File: src/bdc_map.svh
`ifndef BDC_MAP_SVH
`define BDC_MAP_SVH
// Register offsets
`define BDC_A_DIM      8'h00
`define BDC_A_BST      8'h01
`define BDC_A_FSC      8'h02
`define BDC_A_REG      8'h03
`define BDC_A_BAL      8'h04
`define BDC_A_BAH      8'h05
`define BDC_A_BBL      8'h06
`define BDC_A_BBH      8'h07
// Reset values
`define BDC_RST_DIM    8'h4C
`define BDC_RST_BST    8'h76
`define BDC_RST_FSC    8'h92
`define BDC_RST_ZERO   8'h00
// Field positions
`define BDC_DIM_MIX    0
`define BDC_DIM_SRC    1
`define BDC_DIM_TH     3:2
`define BDC_DIM_SS     4
`define BDC_DIM_EDGE   6:5
`define BDC_BST_FSW    3:0
`define BDC_BST_ILIM   4
`define BDC_BST_OVP    6:5
`define BDC_BST_10B    7
`define BDC_REG_LDO    6:5
`define BDC_HI         1:0
`define BDC_HI_PAD     6'h00
// Dimming levels on a 10-bit scale, and the shift counts that stretch sub-threshold duty
`define BDC_FULL       10'h3FF
`define BDC_TH_0       10'h000
`define BDC_TH_6P25    10'h040
`define BDC_TH_12P5    10'h080
`define BDC_TH_25      10'h100
`define BDC_SH_6P25    3'h4
`define BDC_SH_12P5    3'h3
`define BDC_SH_25      3'h2
// Lowest nonzero full-scale code
`define BDC_FS_MIN     8'h49
// Clock rate and boost frequency plan in kHz
`define BDC_CLK_KHZ    18'h3D090
`define BDC_FSW_BASE   18'h0012C
`define BDC_FSW_STEP1  18'h00064
`define BDC_FSW_STEP2  18'h000C8
`define BDC_FSW_KNEE   4'h7
`define BDC_FSW_MAX    4'hC
// Forced switch-off point, 90 percent of a boost period
`define BDC_OFF_POINT  18'h36EE8
// Dimming counter prescale
`define BDC_DIM_DIV    4'hA
// Divider steps of the duty meter
`define BDC_MDIV_STEPS 4'hA
// Bus address of the block, arbitrary value
`define BDC_BUS_ADDR   7'h2A
`endif

File: src/bdc_pkg.sv
`default_nettype none
package bdc_pkg;
   typedef enum logic [2:0] {BDC_IDLE, BDC_ADDR, BDC_DATA, BDC_ACK, BDC_RD, BDC_RACK} bdc_bus_e;

   typedef struct packed {
      logic       scl;
      logic       sda;
      bdc_bus_e   st;
      logic [7:0] sh;
      logic [3:0] bc;
      logic       rw;
      logic       first;
      logic [7:0] ptr;
      logic       oen_n;
      logic       wr;
   } bdc_bus_s;

   typedef struct packed {
      logic        p;
      logic [19:0] hi;
      logic [19:0] per;
      logic [20:0] rem;
      logic [19:0] den;
      logic [9:0]  q;
      logic [3:0]  k;
      logic [9:0]  duty;
      logic        done;
   } bdc_meter_s;

   typedef struct packed {
      logic [7:0]  r0;
      logic [7:0]  r1;
      logic [7:0]  r2;
      logic [7:0]  r3;
      logic [7:0]  alo;
      logic [7:0]  ahi;
      logic [7:0]  blo;
      logic [7:0]  bhi;
      logic        pend;
      logic [9:0]  bri;
      logic [9:0]  d1;
      logic [9:0]  d2;
      logic [9:0]  dcnt;
      logic [3:0]  div;
      logic [17:0] acc;
      logic        gate;
      logic        sink;
      logic [9:0]  amp;
   } bdc_top_s;
endpackage
`default_nettype wire

File: src/bdc_bus_slave.sv
`timescale 1ns/1ps
`default_nettype none
`include "bdc_map.svh"
module bdc_bus_slave
(
   input  wire logic       clk_i,
   input  wire logic       resetn_i,
   input  wire logic       scl_i,
   input  wire logic       sda_i,
   output logic            sda_o,
   output logic            sda_oen_o,
   input  wire logic [7:0] rd_data_i,
   output logic      [7:0] addr_o,
   output logic      [7:0] wr_data_o,
   output logic            wr_o
);
   bdc_pkg::bdc_bus_s q;
   bdc_pkg::bdc_bus_s n;
   logic              rise;
   logic              fall;

   // Byte-wide serial slave: address, register pointer, then data bytes
   always_comb
   begin
      n       = q;
      n.scl   = scl_i;
      n.sda   = sda_i;
      n.wr    = 1'b0;
      rise    = scl_i & ~q.scl;
      fall    = ~scl_i & q.scl;
      if (q.wr)
         n.ptr = q.ptr + 8'h01;
      if (q.scl & scl_i & q.sda & ~sda_i)
      begin
         n.st    = bdc_pkg::BDC_ADDR;
         n.bc    = 4'h0;
         n.oen_n = 1'b1;
      end
      else if (q.scl & scl_i & ~q.sda & sda_i)
      begin
         n.st    = bdc_pkg::BDC_IDLE;
         n.oen_n = 1'b1;
      end
      else
      begin
         case (q.st)
            bdc_pkg::BDC_ADDR, bdc_pkg::BDC_DATA:
            begin
               if (rise)
               begin
                  n.sh = {q.sh[6:0], sda_i};
                  n.bc = q.bc + 4'h1;
               end
               else if (fall && q.bc == 4'h8)
               begin
                  n.bc    = 4'h0;
                  n.st    = bdc_pkg::BDC_ACK;
                  n.oen_n = 1'b0;
                  if (q.st == bdc_pkg::BDC_ADDR)
                  begin
                     n.rw    = q.sh[0];
                     n.first = 1'b1;
                     if (q.sh[7:1] != `BDC_BUS_ADDR)
                     begin
                        n.st    = bdc_pkg::BDC_IDLE;
                        n.oen_n = 1'b1;
                     end
                  end
                  else if (q.first)
                  begin
                     n.ptr   = q.sh;
                     n.first = 1'b0;
                  end
                  else
                     n.wr = 1'b1;
               end
            end
            bdc_pkg::BDC_ACK:
            begin
               if (fall)
               begin
                  n.oen_n = 1'b1;
                  n.st    = bdc_pkg::BDC_DATA;
                  if (q.rw)
                  begin
                     n.sh    = rd_data_i;
                     n.ptr   = q.ptr + 8'h01;
                     n.oen_n = rd_data_i[7];
                     n.st    = bdc_pkg::BDC_RD;
                  end
               end
            end
            bdc_pkg::BDC_RD:
            begin
               if (fall && q.bc == 4'h7)
               begin
                  n.bc    = 4'h0;
                  n.oen_n = 1'b1;
                  n.st    = bdc_pkg::BDC_RACK;
               end
               else if (fall)
               begin
                  n.sh    = {q.sh[6:0], 1'b0};
                  n.oen_n = q.sh[6];
                  n.bc    = q.bc + 4'h1;
               end
            end
            bdc_pkg::BDC_RACK:
            begin
               if (rise)
                  n.st = sda_i ? bdc_pkg::BDC_IDLE : bdc_pkg::BDC_ACK;
            end
            default: ;
         endcase
      end
   end

   always_ff @(posedge clk_i or negedge resetn_i)
   begin
      if (!resetn_i)
         q <= '{scl: 1'b1, sda: 1'b1, st: bdc_pkg::BDC_IDLE, oen_n: 1'b1, default: '0};
      else
         q <= n;
   end

   assign sda_o     = 1'b0;
   assign sda_oen_o = q.oen_n;
   assign addr_o    = q.ptr;
   assign wr_data_o = q.sh;
   assign wr_o      = q.wr;
endmodule
`default_nettype wire

File: src/bdc_duty_meter.sv
`timescale 1ns/1ps
`default_nettype none
`include "bdc_map.svh"
module bdc_duty_meter
(
   input  wire logic       clk_i,
   input  wire logic       resetn_i,
   input  wire logic       pwm_i,
   output logic      [9:0] duty_o,
   output logic            done_o
);
   bdc_pkg::bdc_meter_s q;
   bdc_pkg::bdc_meter_s n;
   logic [20:0]         r2;

   // Count high and period cycles, then divide serially at each rising edge
   always_comb
   begin
      n      = q;
      n.p    = pwm_i;
      n.done = 1'b0;
      r2     = {q.rem[19:0], 1'b0};
      if (q.per != 20'hFFFFF)
      begin
         n.per = q.per + 20'h00001;
         n.hi  = q.hi + {19'h00000, pwm_i};
      end
      if (pwm_i & ~q.p)
      begin
         n.per = 20'h00001;
         n.hi  = 20'h00001;
         n.den = q.per;
         n.rem = {1'b0, q.hi};
         n.q   = 10'h000;
         n.k   = `BDC_MDIV_STEPS;
         if (q.hi >= q.per)
         begin
            n.k    = 4'h0;
            n.duty = `BDC_FULL;
            n.done = 1'b1;
         end
      end
      else if (q.k != 4'h0)
      begin
         n.k = q.k - 4'h1;
         if (r2 >= {1'b0, q.den})
         begin
            n.rem = r2 - {1'b0, q.den};
            n.q   = {q.q[8:0], 1'b1};
         end
         else
         begin
            n.rem = r2;
            n.q   = {q.q[8:0], 1'b0};
         end
         if (q.k == 4'h1)
         begin
            n.duty = n.q;
            n.done = 1'b1;
         end
      end
   end

   always_ff @(posedge clk_i or negedge resetn_i)
   begin
      if (!resetn_i)
         q <= '0;
      else
         q <= n;
   end

   assign duty_o = q.duty;
   assign done_o = q.done;
endmodule
`default_nettype wire

File: src/bdc_top.sv
// Contract
// (RULE_01) PWM mode: sinks switch on and off with the PWM input.
// (RULE_02) DC mode: amplitude applied two input periods late, from averaged duty.
// (RULE_03) 25% mixed mode, duty 25% to 100%: amplitude follows duty.
// (RULE_04) 25% mixed mode, duty below 25%: quarter amplitude, on-time modulated.
// (RULE_05) Dimming control bit 1 picks PWM pin or brightness pair A.
// (RULE_06) Bit 4 enables spread spectrum; bits 6:5 pick switch edge rate.
// (RULE_07) Boost config bits 3:0 set switching frequency, 300 kHz to 2 MHz.
// (RULE_08) Boost config bit 4 selects 1.5 A or 2.5 A current limit.
// (RULE_09) Over-limit current turns the switch off until the next oscillator cycle.
// (RULE_10) Boost config bits 6:5 select 25, 28, 32 or 36 V over-voltage.
// (RULE_11) Switch held off while output is over threshold, resumes below it.
// (RULE_12) Full-scale code: 0 is off, 01h to 49h clamp, default 92h.
// (RULE_13) Regulator register bits 6:5 select 3.2, 3.4, 3.6 or 4.6 V.
// (RULE_14) Boost config bit 7 selects 8-bit or 10-bit brightness.
// (RULE_15) Two brightness pairs: low byte plus two high bits each.
// (RULE_16) In 10-bit mode brightness changes only after low then high write.
// (RULE_17) Bit 0 picks PWM or mixed; bits 3:2 set mixed threshold.
// (RULE_18) 10-bit value is high bits above low byte; 8-bit uses low byte.
`timescale 1ns/1ps
`default_nettype none
`include "bdc_map.svh"
module bdc_top
(
   input  wire logic       clk_i,
   input  wire logic       resetn_i,
   input  wire logic       scl_i,
   input  wire logic       sda_i,
   output logic            sda_o,
   output logic            sda_oen_o,
   input  wire logic       pwm_i,
   input  wire logic       over_current_i,
   input  wire logic       over_voltage_i,
   output logic            sink_en_o,
   output logic      [9:0] string_amp_o,
   output logic      [7:0] string_current_o,
   output logic            switch_node_gate_o,
   output logic            spread_en_o,
   output logic      [1:0] edge_rate_o,
   output logic            ilim_high_o,
   output logic      [1:0] over_voltage_threshold_o,
   output logic      [1:0] linear_regulator_o
);
   bdc_pkg::bdc_top_s q;
   bdc_pkg::bdc_top_s n;
   logic [7:0]        ba;
   logic [7:0]        wd;
   logic              wr;
   logic [7:0]        rd;
   logic [9:0]        m_duty;
   logic              m_done;
   logic [9:0]        duty;
   logic [9:0]        th;
   logic [9:0]        scaled;
   logic [17:0]       khz;
   logic [17:0]       acc_nx;
   logic              tick;

   // Boost frequency of a code in kHz, codes above the top one clamp
   function automatic logic [17:0] fsw_khz(input logic [3:0] code);
      logic [3:0] c;
      c = (code > `BDC_FSW_MAX) ? `BDC_FSW_MAX : code;
      if (c <= `BDC_FSW_KNEE)
         fsw_khz = 18'(`BDC_FSW_BASE + `BDC_FSW_STEP1 * {14'h0000, c});
      else
         fsw_khz = 18'(`BDC_FSW_BASE + `BDC_FSW_STEP1 * {14'h0000, `BDC_FSW_KNEE}
                       + `BDC_FSW_STEP2 * {14'h0000, c - `BDC_FSW_KNEE});
   endfunction

   // Mixed-mode threshold on the 10-bit duty scale
   function automatic logic [9:0] mix_th(input logic [1:0] code);
      case (code)
         2'h0:    mix_th = `BDC_TH_0;
         2'h1:    mix_th = `BDC_TH_6P25;
         2'h2:    mix_th = `BDC_TH_12P5;
         default: mix_th = `BDC_TH_25;
      endcase
   endfunction

   // Stretch of a sub-threshold duty so on-time times amplitude keeps the average
   function automatic logic [2:0] mix_sh(input logic [1:0] code);
      case (code)
         2'h1:    mix_sh = `BDC_SH_6P25;
         2'h2:    mix_sh = `BDC_SH_12P5;
         default: mix_sh = `BDC_SH_25;
      endcase
   endfunction

   // On phase of the internal dimming waveform
   function automatic logic pwm_on(input logic [9:0] cnt, input logic [9:0] d);
      pwm_on = (d == `BDC_FULL) || (cnt < d);
   endfunction

   bdc_bus_slave bdc_bus_slave_i
   (
      .clk_i     (clk_i),
      .resetn_i  (resetn_i),
      .scl_i     (scl_i),
      .sda_i     (sda_i),
      .sda_o     (sda_o),
      .sda_oen_o (sda_oen_o),
      .rd_data_i (rd),
      .addr_o    (ba),
      .wr_data_o (wd),
      .wr_o      (wr)
   );

   bdc_duty_meter bdc_duty_meter_i
   (
      .clk_i    (clk_i),
      .resetn_i (resetn_i),
      .pwm_i    (pwm_i),
      .duty_o   (m_duty),
      .done_o   (m_done)
   );

   // Read decode, unmapped offsets read zero
   always_comb
   begin
      if (ba == `BDC_A_DIM)
         rd = q.r0;
      else if (ba == `BDC_A_BST)
         rd = q.r1;
      else if (ba == `BDC_A_FSC)
         rd = q.r2;
      else if (ba == `BDC_A_REG)
         rd = q.r3;
      else if (ba == `BDC_A_BAL)
         rd = q.alo;
      else if (ba == `BDC_A_BAH)
         rd = q.ahi;
      else if (ba == `BDC_A_BBL)
         rd = q.blo;
      else if (ba == `BDC_A_BBH)
         rd = q.bhi;
      else
         rd = `BDC_RST_ZERO;
   end

   // Register writes, brightness commit, dimming and boost switch control
   always_comb
   begin
      n      = q;
      khz    = fsw_khz(q.r1[`BDC_BST_FSW]);                             // RULE_07
      acc_nx = q.acc + khz;
      tick   = acc_nx >= `BDC_CLK_KHZ;
      duty   = q.r0[`BDC_DIM_SRC] ? q.bri : q.d2;                       // RULE_05
      th     = mix_th(q.r0[`BDC_DIM_TH]);                               // RULE_17
      scaled = duty << mix_sh(q.r0[`BDC_DIM_TH]);
      if (wr)
      begin
         n.pend = 1'b0;
         if (ba == `BDC_A_DIM)
            n.r0 = wd;
         else if (ba == `BDC_A_BST)
            n.r1 = wd;
         else if (ba == `BDC_A_FSC)
            n.r2 = wd;
         else if (ba == `BDC_A_REG)
            n.r3 = wd;
         else if (ba == `BDC_A_BAL)
         begin
            n.alo  = wd;                                                // RULE_15
            n.pend = q.r1[`BDC_BST_10B];                                // RULE_14 RULE_16
            if (!q.r1[`BDC_BST_10B])
               n.bri = {wd, wd[7:6]};                                   // RULE_18
         end
         else if (ba == `BDC_A_BAH)
         begin
            n.ahi = {`BDC_HI_PAD, wd[`BDC_HI]};                         // RULE_15
            if (q.pend && q.r1[`BDC_BST_10B])
               n.bri = {wd[`BDC_HI], q.alo};                            // RULE_16
         end
         else if (ba == `BDC_A_BBL)
            n.blo = wd;
         else if (ba == `BDC_A_BBH)
            n.bhi = {`BDC_HI_PAD, wd[`BDC_HI]};
      end
      // Averaged duty runs through two period stages
      if (m_done)
      begin
         n.d1 = m_duty;                                                 // RULE_02
         n.d2 = q.d1;
      end
      // Internal dimming waveform counter
      n.div = q.div + 4'h1;
      if (q.div == `BDC_DIM_DIV - 4'h1)
      begin
         n.div  = 4'h0;
         n.dcnt = q.dcnt + 10'h001;
      end
      // Sink enable and amplitude per dimming mode
      if (!q.r0[`BDC_DIM_MIX])
      begin
         n.amp  = `BDC_FULL;
         n.sink = q.r0[`BDC_DIM_SRC] ? pwm_on(q.dcnt, q.bri) : pwm_i;   // RULE_01
      end
      else if (duty >= th)
      begin
         n.amp  = duty;                                                 // RULE_03
         n.sink = duty != 10'h000;
      end
      else
      begin
         n.amp  = th;                                                   // RULE_04
         n.sink = pwm_on(q.dcnt, scaled);
      end
      // Boost oscillator, current limit and over-voltage gating
      n.acc = tick ? acc_nx - `BDC_CLK_KHZ : acc_nx;
      if (tick)
         n.gate = !over_current_i && !over_voltage_i;                   // RULE_11
      else if (over_current_i || over_voltage_i || q.acc >= `BDC_OFF_POINT)
         n.gate = 1'b0;                                                 // RULE_09
   end

   always_ff @(posedge clk_i or negedge resetn_i)
   begin
      if (!resetn_i)
         q <= '{r0: `BDC_RST_DIM, r1: `BDC_RST_BST, r2: `BDC_RST_FSC, default: '0};
      else
         q <= n;
   end

   // Analog settings driven straight from the registers, full-scale code clamped at its low end
   assign spread_en_o              = q.r0[`BDC_DIM_SS];                 // RULE_06
   assign edge_rate_o              = q.r0[`BDC_DIM_EDGE];               // RULE_06
   assign ilim_high_o              = q.r1[`BDC_BST_ILIM];               // RULE_08
   assign over_voltage_threshold_o = q.r1[`BDC_BST_OVP];                // RULE_10
   assign linear_regulator_o       = q.r3[`BDC_REG_LDO];                // RULE_13
   assign string_current_o         = (q.r2 != `BDC_RST_ZERO && q.r2 < `BDC_FS_MIN)
                                     ? `BDC_FS_MIN : q.r2;              // RULE_12
   assign switch_node_gate_o       = q.gate;
   assign sink_en_o                = q.sink;
   assign string_amp_o             = q.amp;

   a_pwm_follow: assert property (@(posedge clk_i) disable iff (!resetn_i) // RULE_01
      (!q.r0[`BDC_DIM_MIX] && !q.r0[`BDC_DIM_SRC]) |=> (sink_en_o == $past(pwm_i)))
      else $error("sink does not follow pwm pin");
   a_dc_delay: assert property (@(posedge clk_i) disable iff (!resetn_i) // RULE_02
      (m_done && q.r0[`BDC_DIM_MIX] && !q.r0[`BDC_DIM_SRC]
       && q.r0[`BDC_DIM_TH] == 2'h0) |=> ##1 (string_amp_o == $past(q.d1, 2)))
      else $error("dc amplitude not two periods late");
   a_mix_high: assert property (@(posedge clk_i) disable iff (!resetn_i) // RULE_03
      (q.r0[`BDC_DIM_MIX] && duty >= th && duty != 10'h000)
      |=> (sink_en_o && string_amp_o == $past(duty)))
      else $error("mixed amplitude not equal to duty");
   a_mix_low: assert property (@(posedge clk_i) disable iff (!resetn_i) // RULE_04
      (q.r0[`BDC_DIM_MIX] && q.r0[`BDC_DIM_TH] == 2'h3 && duty < `BDC_TH_25)
      |=> (string_amp_o == `BDC_TH_25))
      else $error("low duty amplitude not one quarter");
   a_src_reg: assert property (@(posedge clk_i) disable iff (!resetn_i) // RULE_05
      (!q.r0[`BDC_DIM_MIX] && q.r0[`BDC_DIM_SRC] && q.bri == `BDC_FULL)
      |=> sink_en_o)
      else $error("register source full scale not on");
   a_osc_on: assert property (@(posedge clk_i) disable iff (!resetn_i) // RULE_07
      (tick && !over_current_i && !over_voltage_i) |=> switch_node_gate_o)
      else $error("switch not turned on by oscillator");
   a_ilim_off: assert property (@(posedge clk_i) disable iff (!resetn_i) // RULE_09
      (over_current_i && !tick) |=> !switch_node_gate_o)
      else $error("switch not off on over current");
   a_ovp_hold: assert property (@(posedge clk_i) disable iff (!resetn_i) // RULE_11
      over_voltage_i |=> !switch_node_gate_o)
      else $error("switch not held off on over voltage");
   a_pair_commit: assert property (@(posedge clk_i) disable iff (!resetn_i) // RULE_16
      (wr && ba == `BDC_A_BAL && q.r1[`BDC_BST_10B]) |=> $stable(q.bri))
      else $error("brightness changed before high byte");
   a_fs_clamp: assert property (@(posedge clk_i) disable iff (!resetn_i) // RULE_12
      (q.r2 == 8'h01) |-> (string_current_o == `BDC_FS_MIN))
      else $error("full scale code not clamped");
endmodule
`default_nettype wire

File: config.mk
export PLATFORM = sky130hd
export DESIGN_NAME = bdc_top
export DESIGN_NICKNAME = d
export VERILOG_FILES = /design/src/bdc_pkg.sv /design/src/bdc_bus_slave.sv /design/src/bdc_duty_meter.sv /design/src/bdc_top.sv
export VERILOG_INCLUDE_DIRS = /design/src
export SDC_FILE = /design/constraint.sdc
export NUM_CORES = 1
export LEC_CHECK = 0
export ABC_AREA = 1
export BUFFER_PORTS_ARGS = -buffer_cell sky130_fd_sc_hd__buf_2
export CAP_MARGIN = 20
export CORE_MARGIN = 2
export CORE_UTILIZATION = 58
export CTS_CLUSTER_DIAMETER = 80
export DETAILED_ROUTE_END_ITERATION = 10
export PLACE_DENSITY = 0.78
export REMOVE_ABC_BUFFERS = 1
export SYNTH_ARGS = -nofsm -noshare
export SYNTH_HDL_FRONTEND = slang
export SYNTH_SLANG_ARGS = --single-unit
File: constraint.sdc
create_clock -name clk_i -period 4.13 [get_ports clk_i]
set_input_delay 0.826 -clock clk_i [delete_from_list [all_inputs] [get_ports clk_i]]
set_output_delay 0.826 -clock clk_i [all_outputs]
set_load 0.005 [all_outputs]
Word level (Yosys, flattened, before mapping):

Index checks and enable logic that the tools add are counted.

* multiplexer cells: 91
* $mul: 2
* bitwise logic cells: 23
* reductions and logical operators: 43
* shifts and indexed selects: 1
* eq/ne operators: 38
* add/subtract/negate cells: 13
* magnitude comparators: 10

Operators with widths (count)
* 2-to-1 mux 8 bit: 14
* 2-to-1 mux 11 bit: 9
* 2-to-1 mux 40 bit: 2
* 2-to-1 mux 9 bit: 8
* 2-to-1 mux 20 bit: 3
* 2-to-1 mux 10 bit: 5
* 2-to-1 mux 24 bit: 2
* greater-or-equal comparator 18 bit (second input constant): 2
* == test 8 x 3 -> 1 bit (second input constant): 4
* case mux 9 bit (3 select lines): 1
* 2-to-1 mux 12 bit: 2
* != test 4 x 1 -> 1 bit (second input constant): 6
* case mux 8 bit (3 select lines): 1
* AND reduction 8 bit: 3
* greater-or-equal comparator 21 x 20 -> 1 bit: 1
* adder 20 x 1 -> 20 bit: 1
* adder 20 x 1 -> 20 bit (second input constant): 1
* == test 10 bit (second input constant): 2
* greater-or-equal comparator 20 bit: 1
* less-than comparator 10 bit: 2
* 2-to-1 mux 4 bit: 5
* != test 20 bit (second input constant): 1
* subtractor 20 bit: 1
* adder 18 bit: 1
* other kinds (64): 143

* flip-flop bits (word level): 261
* word-level logic and storage cells: 258
* input port bits: 7

Depth between registers and ports, before layout:

* depth in word-level cells: 15
* gate-level depth with buffers: 33
* gate-level depth less buffers: 32

By module:

A second synthesis with hierarchy kept.

* cell total of the unflattened synthesis: 2519
* area, all modules: 17888.4 um2

Modules (own cells, without submodules)
* bdc_top: cells each 1093, seq. area each 3141.8 um2, instances 1, area each 8298.0 um2
* bdc_duty_meter: cells each 1041, seq. area each 2627.5 um2, instances 1, area each 7225.7 um2
* bdc_bus_slave: cells each 385, seq. area each 729.4 um2, instances 1, area each 2364.8 um2

Worst setup path before layout:

No wires, ideal clock.

* kind: reg2reg
* start point: register q[125] (netlist name)
* end point: register q[18] (netlist name)
* data arrival time: 4425 ps
* library setup time: 116 ps
* slack: -411 ps
* stages on the path, launching flop included: 31
* cells stage by stage: dfstp_2 ha_1 o21a_1 nor2_1 clkbuf_1 inv_1 clkbuf_1 ha_1 ha_1 inv_1 fa_1 inv_1 a21oi_1 xor2_1 or2_2 o21ai_0 nand2_1 inv_1 ha_1 nand2_1 inv_1 a21oi_1 nand2b_1 nand3_1 nand2_2 nand2_4 nor2_8 nand2_4 buf_12 nand2_2 nand2_1

RTL lines
* start, declared: line bdc_top.sv:44 `bdc_pkg::bdc_top_s q;`
* start signal, assigned: line bdc_top.sv:221 `q <= n;`

==> flow_summary.rst <==
.. list-table::
   :header-rows: 1

   * - Metric
     - Value
   * - Number of port buffers
     - 35
   * - # diodes
     - 0
   * - Height of the chip
     - 175 um
   * - Type of element launching the critical path
     - flop
   * - Instance count of the mapped netlist
     - 2253
   * - Violated checks
     - negative setup slack
   * - Vias in the first global route
     - 15671
   * - FF+latch area
     - 0.00650 mm^2
   * - Crit Path Class
     - reg2reg
   * - Headroom to the max-slew limit
     - 0.318
   * - Number of buffers added by the clock tree synthesis step
     - 30
   * - Crit share post-route
     - 1.08
   * - CTS root buf
     - sky130_fd_sc_hd__clkbuf_16
   * - Fraction of final layout cells sized beyond drive strength 1
     - 0.157
   * - # Max-Cap Violations
     - 0
   * - Critical path's largest stage delay
     - 550 ps
   * - Async set-reset flop share out of synthesis
     - 1.00
   * - Die Width
     - 175 um
   * - Floorplan die area
     - 0.0306 mm^2
   * - Total power draw
     - 11.4 mW
   * - Reg-to-reg setup timing slack
     - -320 ps
   * - Slew of the pin with the lowest slew margin
     - 1020 ps
   * - Primary FF master, synth
     - sky130_fd_sc_hd__dfrtp_1
   * - Nature of the critical path endpoint
     - flop
   * - Vias
     - approximately 16000
   * - I/O pin count
     - 37
   * - Remaining antenna violation count
     - 0
   * - Static Leakage
     - 9.31 nW
   * - Reg-to-reg critical path startpoint
     - q[125]
   * - Total half-perimeter wirelength after legalization and detailed placement
     - 31.1 mm
   * - Sequential element share of the synthesized area
     - 0.384
   * - Clock slew at the register clock pins of the worst setup and hold paths
     - about 60 ps
   * - Capturing point of the worst reg2reg path
     - q[16]
   * - DRC viols
     - 0
   * - Clock Sink Count
     - about 260
   * - Total routing resource utilization after global routing
     - 0.292
   * - Final setup violation count
     - 15
   * - Post-synthesis cell type with the largest combined area
     - sky130_fd_sc_hd__dfrtp_1
   * - First-pass GRT wire length
     - 74.7 mm
   * - Filler cell count in the final layout
     - 2335
   * - Area added between synthesis and finish
     - 16.1%
   * - Maximum fanout along the worst path
     - 7
   * - First element of the critical path
     - q[125]
   * - CTS tree
     - yes
   * - Cell repeated most along the worst path
     - sky130_fd_sc_hd__ha_4
   * - Most frequent standard cell in the layout excluding fill and tap cells
     - sky130_fd_sc_hd__nand2_1
   * - Final GP Congestion
     - 0.925
   * - Final Slew Violations
     - 0
   * - Final standard cell utilization of the core
     - 0.685
   * - Placement-stage cell area
     - 0.0177 mm^2
   * - Number of flip-flops and latches in the synthesized netlist
     - about 260
   * - Cell type of the slowest stage on the worst timing path
     - sky130_fd_sc_hd__dfstp_2
   * - Post-synthesis cell type count
     - 67
   * - Final hold violation count
     - 0
   * - Final period demand of the worst path
     - approximately 4500 ps
   * - Effective utilization at floorplan
     - 0.590
   * - Count of H-tree levels built during CTS
     - 1
   * - Drt pass-1 iters
     - 6
   * - Maximum vdd drop
     - 0.438 mV
   * - CP Data Required Time
     - 4620 ps
   * - Yosys warning count
     - 0
   * - Summed instance area of the synthesized netlist
     - around 0.017 mm^2
   * - Final routed wire length divided by cell count
     - 16.5 um
   * - Most frequent cells in the layout
     - 475 x sky130_fd_sc_hd__nand2_1, 272 x sky130_fd_sc_hd__inv_1, 245 x sky130_fd_sc_hd__dfrtp_1
   * - Final worst slack
     - -323 ps
   * - Total gr overflow
     - 0
   * - Type of the tightest min-delay check
     - in2async
   * - Average vias per placed instance
     - 5.84
   * - Fmax achieved
     - approximately 220 MHz
   * - DRT Wirelength
     - around 45 mm
   * - Setup crit end
     - q[16]
   * - Power per unit of standard cell area
     - between 500 and 600 mW/mm^2
   * - Floorplan row count
     - 62
   * - CTS hold repair buffers
     - 0
   * - CORE AREA
     - 0.0287 mm^2
   * - Top cells by area in the synthesized netlist
     - sky130_fd_sc_hd__dfrtp_1 36%, sky130_fd_sc_hd__nand2_1 11%, sky130_fd_sc_hd__ha_1 7.9%, sky130_fd_sc_hd__o21ai_0 6.6%, sky130_fd_sc_hd__inv_1 6.3%
   * - Final net count
     - 2453
   * - Setup repair after global routing missed its margin
     - true
   * - Worst Skew
     - between 30 and 40 ps
   * - Number of cells on the worst reg-to-reg path
     - 28
   * - Critical path arrival
     - 4940 ps
   * - Count of flip-flops with a built-in enable after synthesis
     - 0
   * - Number of antenna violations at the first check in global routing
     - 0
   * - Synthesized area per cell
     - 7.52 um^2
   * - Post-route standard cell area excluding fillers
     - ~0.020 mm^2
   * - Clk_lat worst skew
     - between 500 and 600 ps
   * - DRT iter0 DRCs
     - between 1000 and 1500
   * - Area occupied by multi-input gates
     - 0.00953 mm^2
   * - Maximum number of pins on one net before global-route repair
     - 113
   * - Total negative setup slack
     - -4400 ps
   * - Status
     - finished with violations
   * - Clock Path Buffers
     - 3
   * - Area share of the largest cell type after synthesis
     - 0.362
==> report_power, final <==
group | total, mW | switching, mW | leakage (nW) | internal, mW
sequential | 3.39 | 0.370 | 3.27 | 3.02
combinational | 5.13 | 3.27 | 5.50 | 1.86
clock | 2.91 | 1.14 | 0.539 | 1.77
==> cells in the mapped netlist, types with 13 or more instances <==
cell,count
sky130_fd_sc_hd__a21oi_1,141
sky130_fd_sc_hd__inv_2,13
sky130_fd_sc_hd__nor4_1,15
sky130_fd_sc_hd__nand2_1,502
sky130_fd_sc_hd__dfstp_2,14
sky130_fd_sc_hd__ha_1,107
sky130_fd_sc_hd__nand2_2,21
sky130_fd_sc_hd__o21ai_0,224
sky130_fd_sc_hd__xnor2_1,14
sky130_fd_sc_hd__nand3_1,122
sky130_fd_sc_hd__nor3_1,35
sky130_fd_sc_hd__inv_1,283
sky130_fd_sc_hd__o22ai_1,20
sky130_fd_sc_hd__clkbuf_1,34
sky130_fd_sc_hd__a31oi_1,22
sky130_fd_sc_hd__xor2_1,38
sky130_fd_sc_hd__dfrtp_1,245
sky130_fd_sc_hd__nor2_1,179
sky130_fd_sc_hd__o211ai_1,23
sky130_fd_sc_hd__nand4_1,33
sky130_fd_sc_hd__buf_2,15
sky130_fd_sc_hd__buf_4,18
==> worst min path at each step <==
stage          cells after the start                    from  slack (ps)                     end
2_1_floorplan                      1  bdc_duty_meter_i.q[11]         420  bdc_duty_meter_i.q[11]
3_3_place_gp                       1  bdc_duty_meter_i.q[11]         440  bdc_duty_meter_i.q[11]
3_5_place_dp                       1  bdc_duty_meter_i.q[11]         450  bdc_duty_meter_i.q[11]
4_1_cts                            1                resetn_i         340   bdc_bus_slave_i.q[13]
5_1_grt                            1                   scl_i         340   bdc_bus_slave_i.q[28]
6_report                           1                resetn_i         270   bdc_bus_slave_i.q[13]
==> state kept, by name (all words and copies together), names as in the netlist <==
signal and count:
switch_node_gate_o 1, bdc_bus_slave_i.sda_oen_o 1, q 105, over_voltage_threshold_o 2, ilim_high_o 1, edge_rate_o 2
bdc_bus_slave_i.addr_o 8, sink_en_o 1, string_amp_o 10, linear_regulator_o 2, spread_en_o 1, bdc_duty_meter_i.q 94
bdc_bus_slave_i.wr_data_o 8, bdc_bus_slave_i.wr_o 1, bdc_bus_slave_i.q 11, bdc_duty_meter_i.duty_o 10, bdc_duty_meter_i.done_o 1
==> routing by layer <==
metal / share of wire / track usage / wire, um / vias to the layer above
li1: - / - / - / 7641
met1: 0.43 / 0.392 / 19400 / 7643
met2: 0.47 / 0.490 / 21500 / 611
met3: 0.063 / 0.0342 / 2840 / 125
met4: 0.035 / 0.103 / 1580 / 0
met5: 0 / 0 / 0 / -
==> through the flow <==
stage | hold slack, ps | std cells | worst slack [ps]
2_1_floorplan | 420 | 2180 | -1290
3_3_place_gp | 440 | 2666 | -251
3_5_place_dp | 449 | 2666 | -422
4_1_cts | 337 | 2740 | -79.6
5_1_grt | 344 | 2744 | -513
6_report | 266 | 2744 | -323
==> cell type report <==
type / instances / area share
Multi-Input combinational cell: 1625 / 0.485
Tap cell: 384 / 0.0244
Inverter: 297 / 0.0568
Clock buffer: 37 / 0.0426
Sequential cell: 259 / 0.331
Clock inverter: 19 / 0.0139
Timing Repair Buffer: 123 / 0.0470
==> what timing repair did <==
action                                  in CTS  in global routing
endpoints found under the hold margin        0                  0
pin swaps                                   57                 64
setup buffers                               15                  3
endpoints found under the setup margin      15                 15
gates resized for setup                     80                 61
cloned                                       3                  0
==> critical path, delay by kind of cell, from the launching register on <==
family	cells	cell delay, ps
AO/OA/AOI/OAI	3	380
XOR/XNOR	2	290
AND/OR/NAND/NOR	12	1170
flip-flops	1	550
adder cells (fa/ha/maj)	5	1180
buffers and inverters	6	770
==> kinds of logic after synthesis <==
kind of cell | synth area share
AOI/OAI and AO/OA | 0.163
xor gates and xnor gates | 0.0269
adders and majority gates | 0.0826
buffers and inverters | 0.0885
DFF | 0.384
muxes | 0.00133
other | 0.000444
and+or+nand+nor | 0.253
Power figures use the tool's default switching activity.
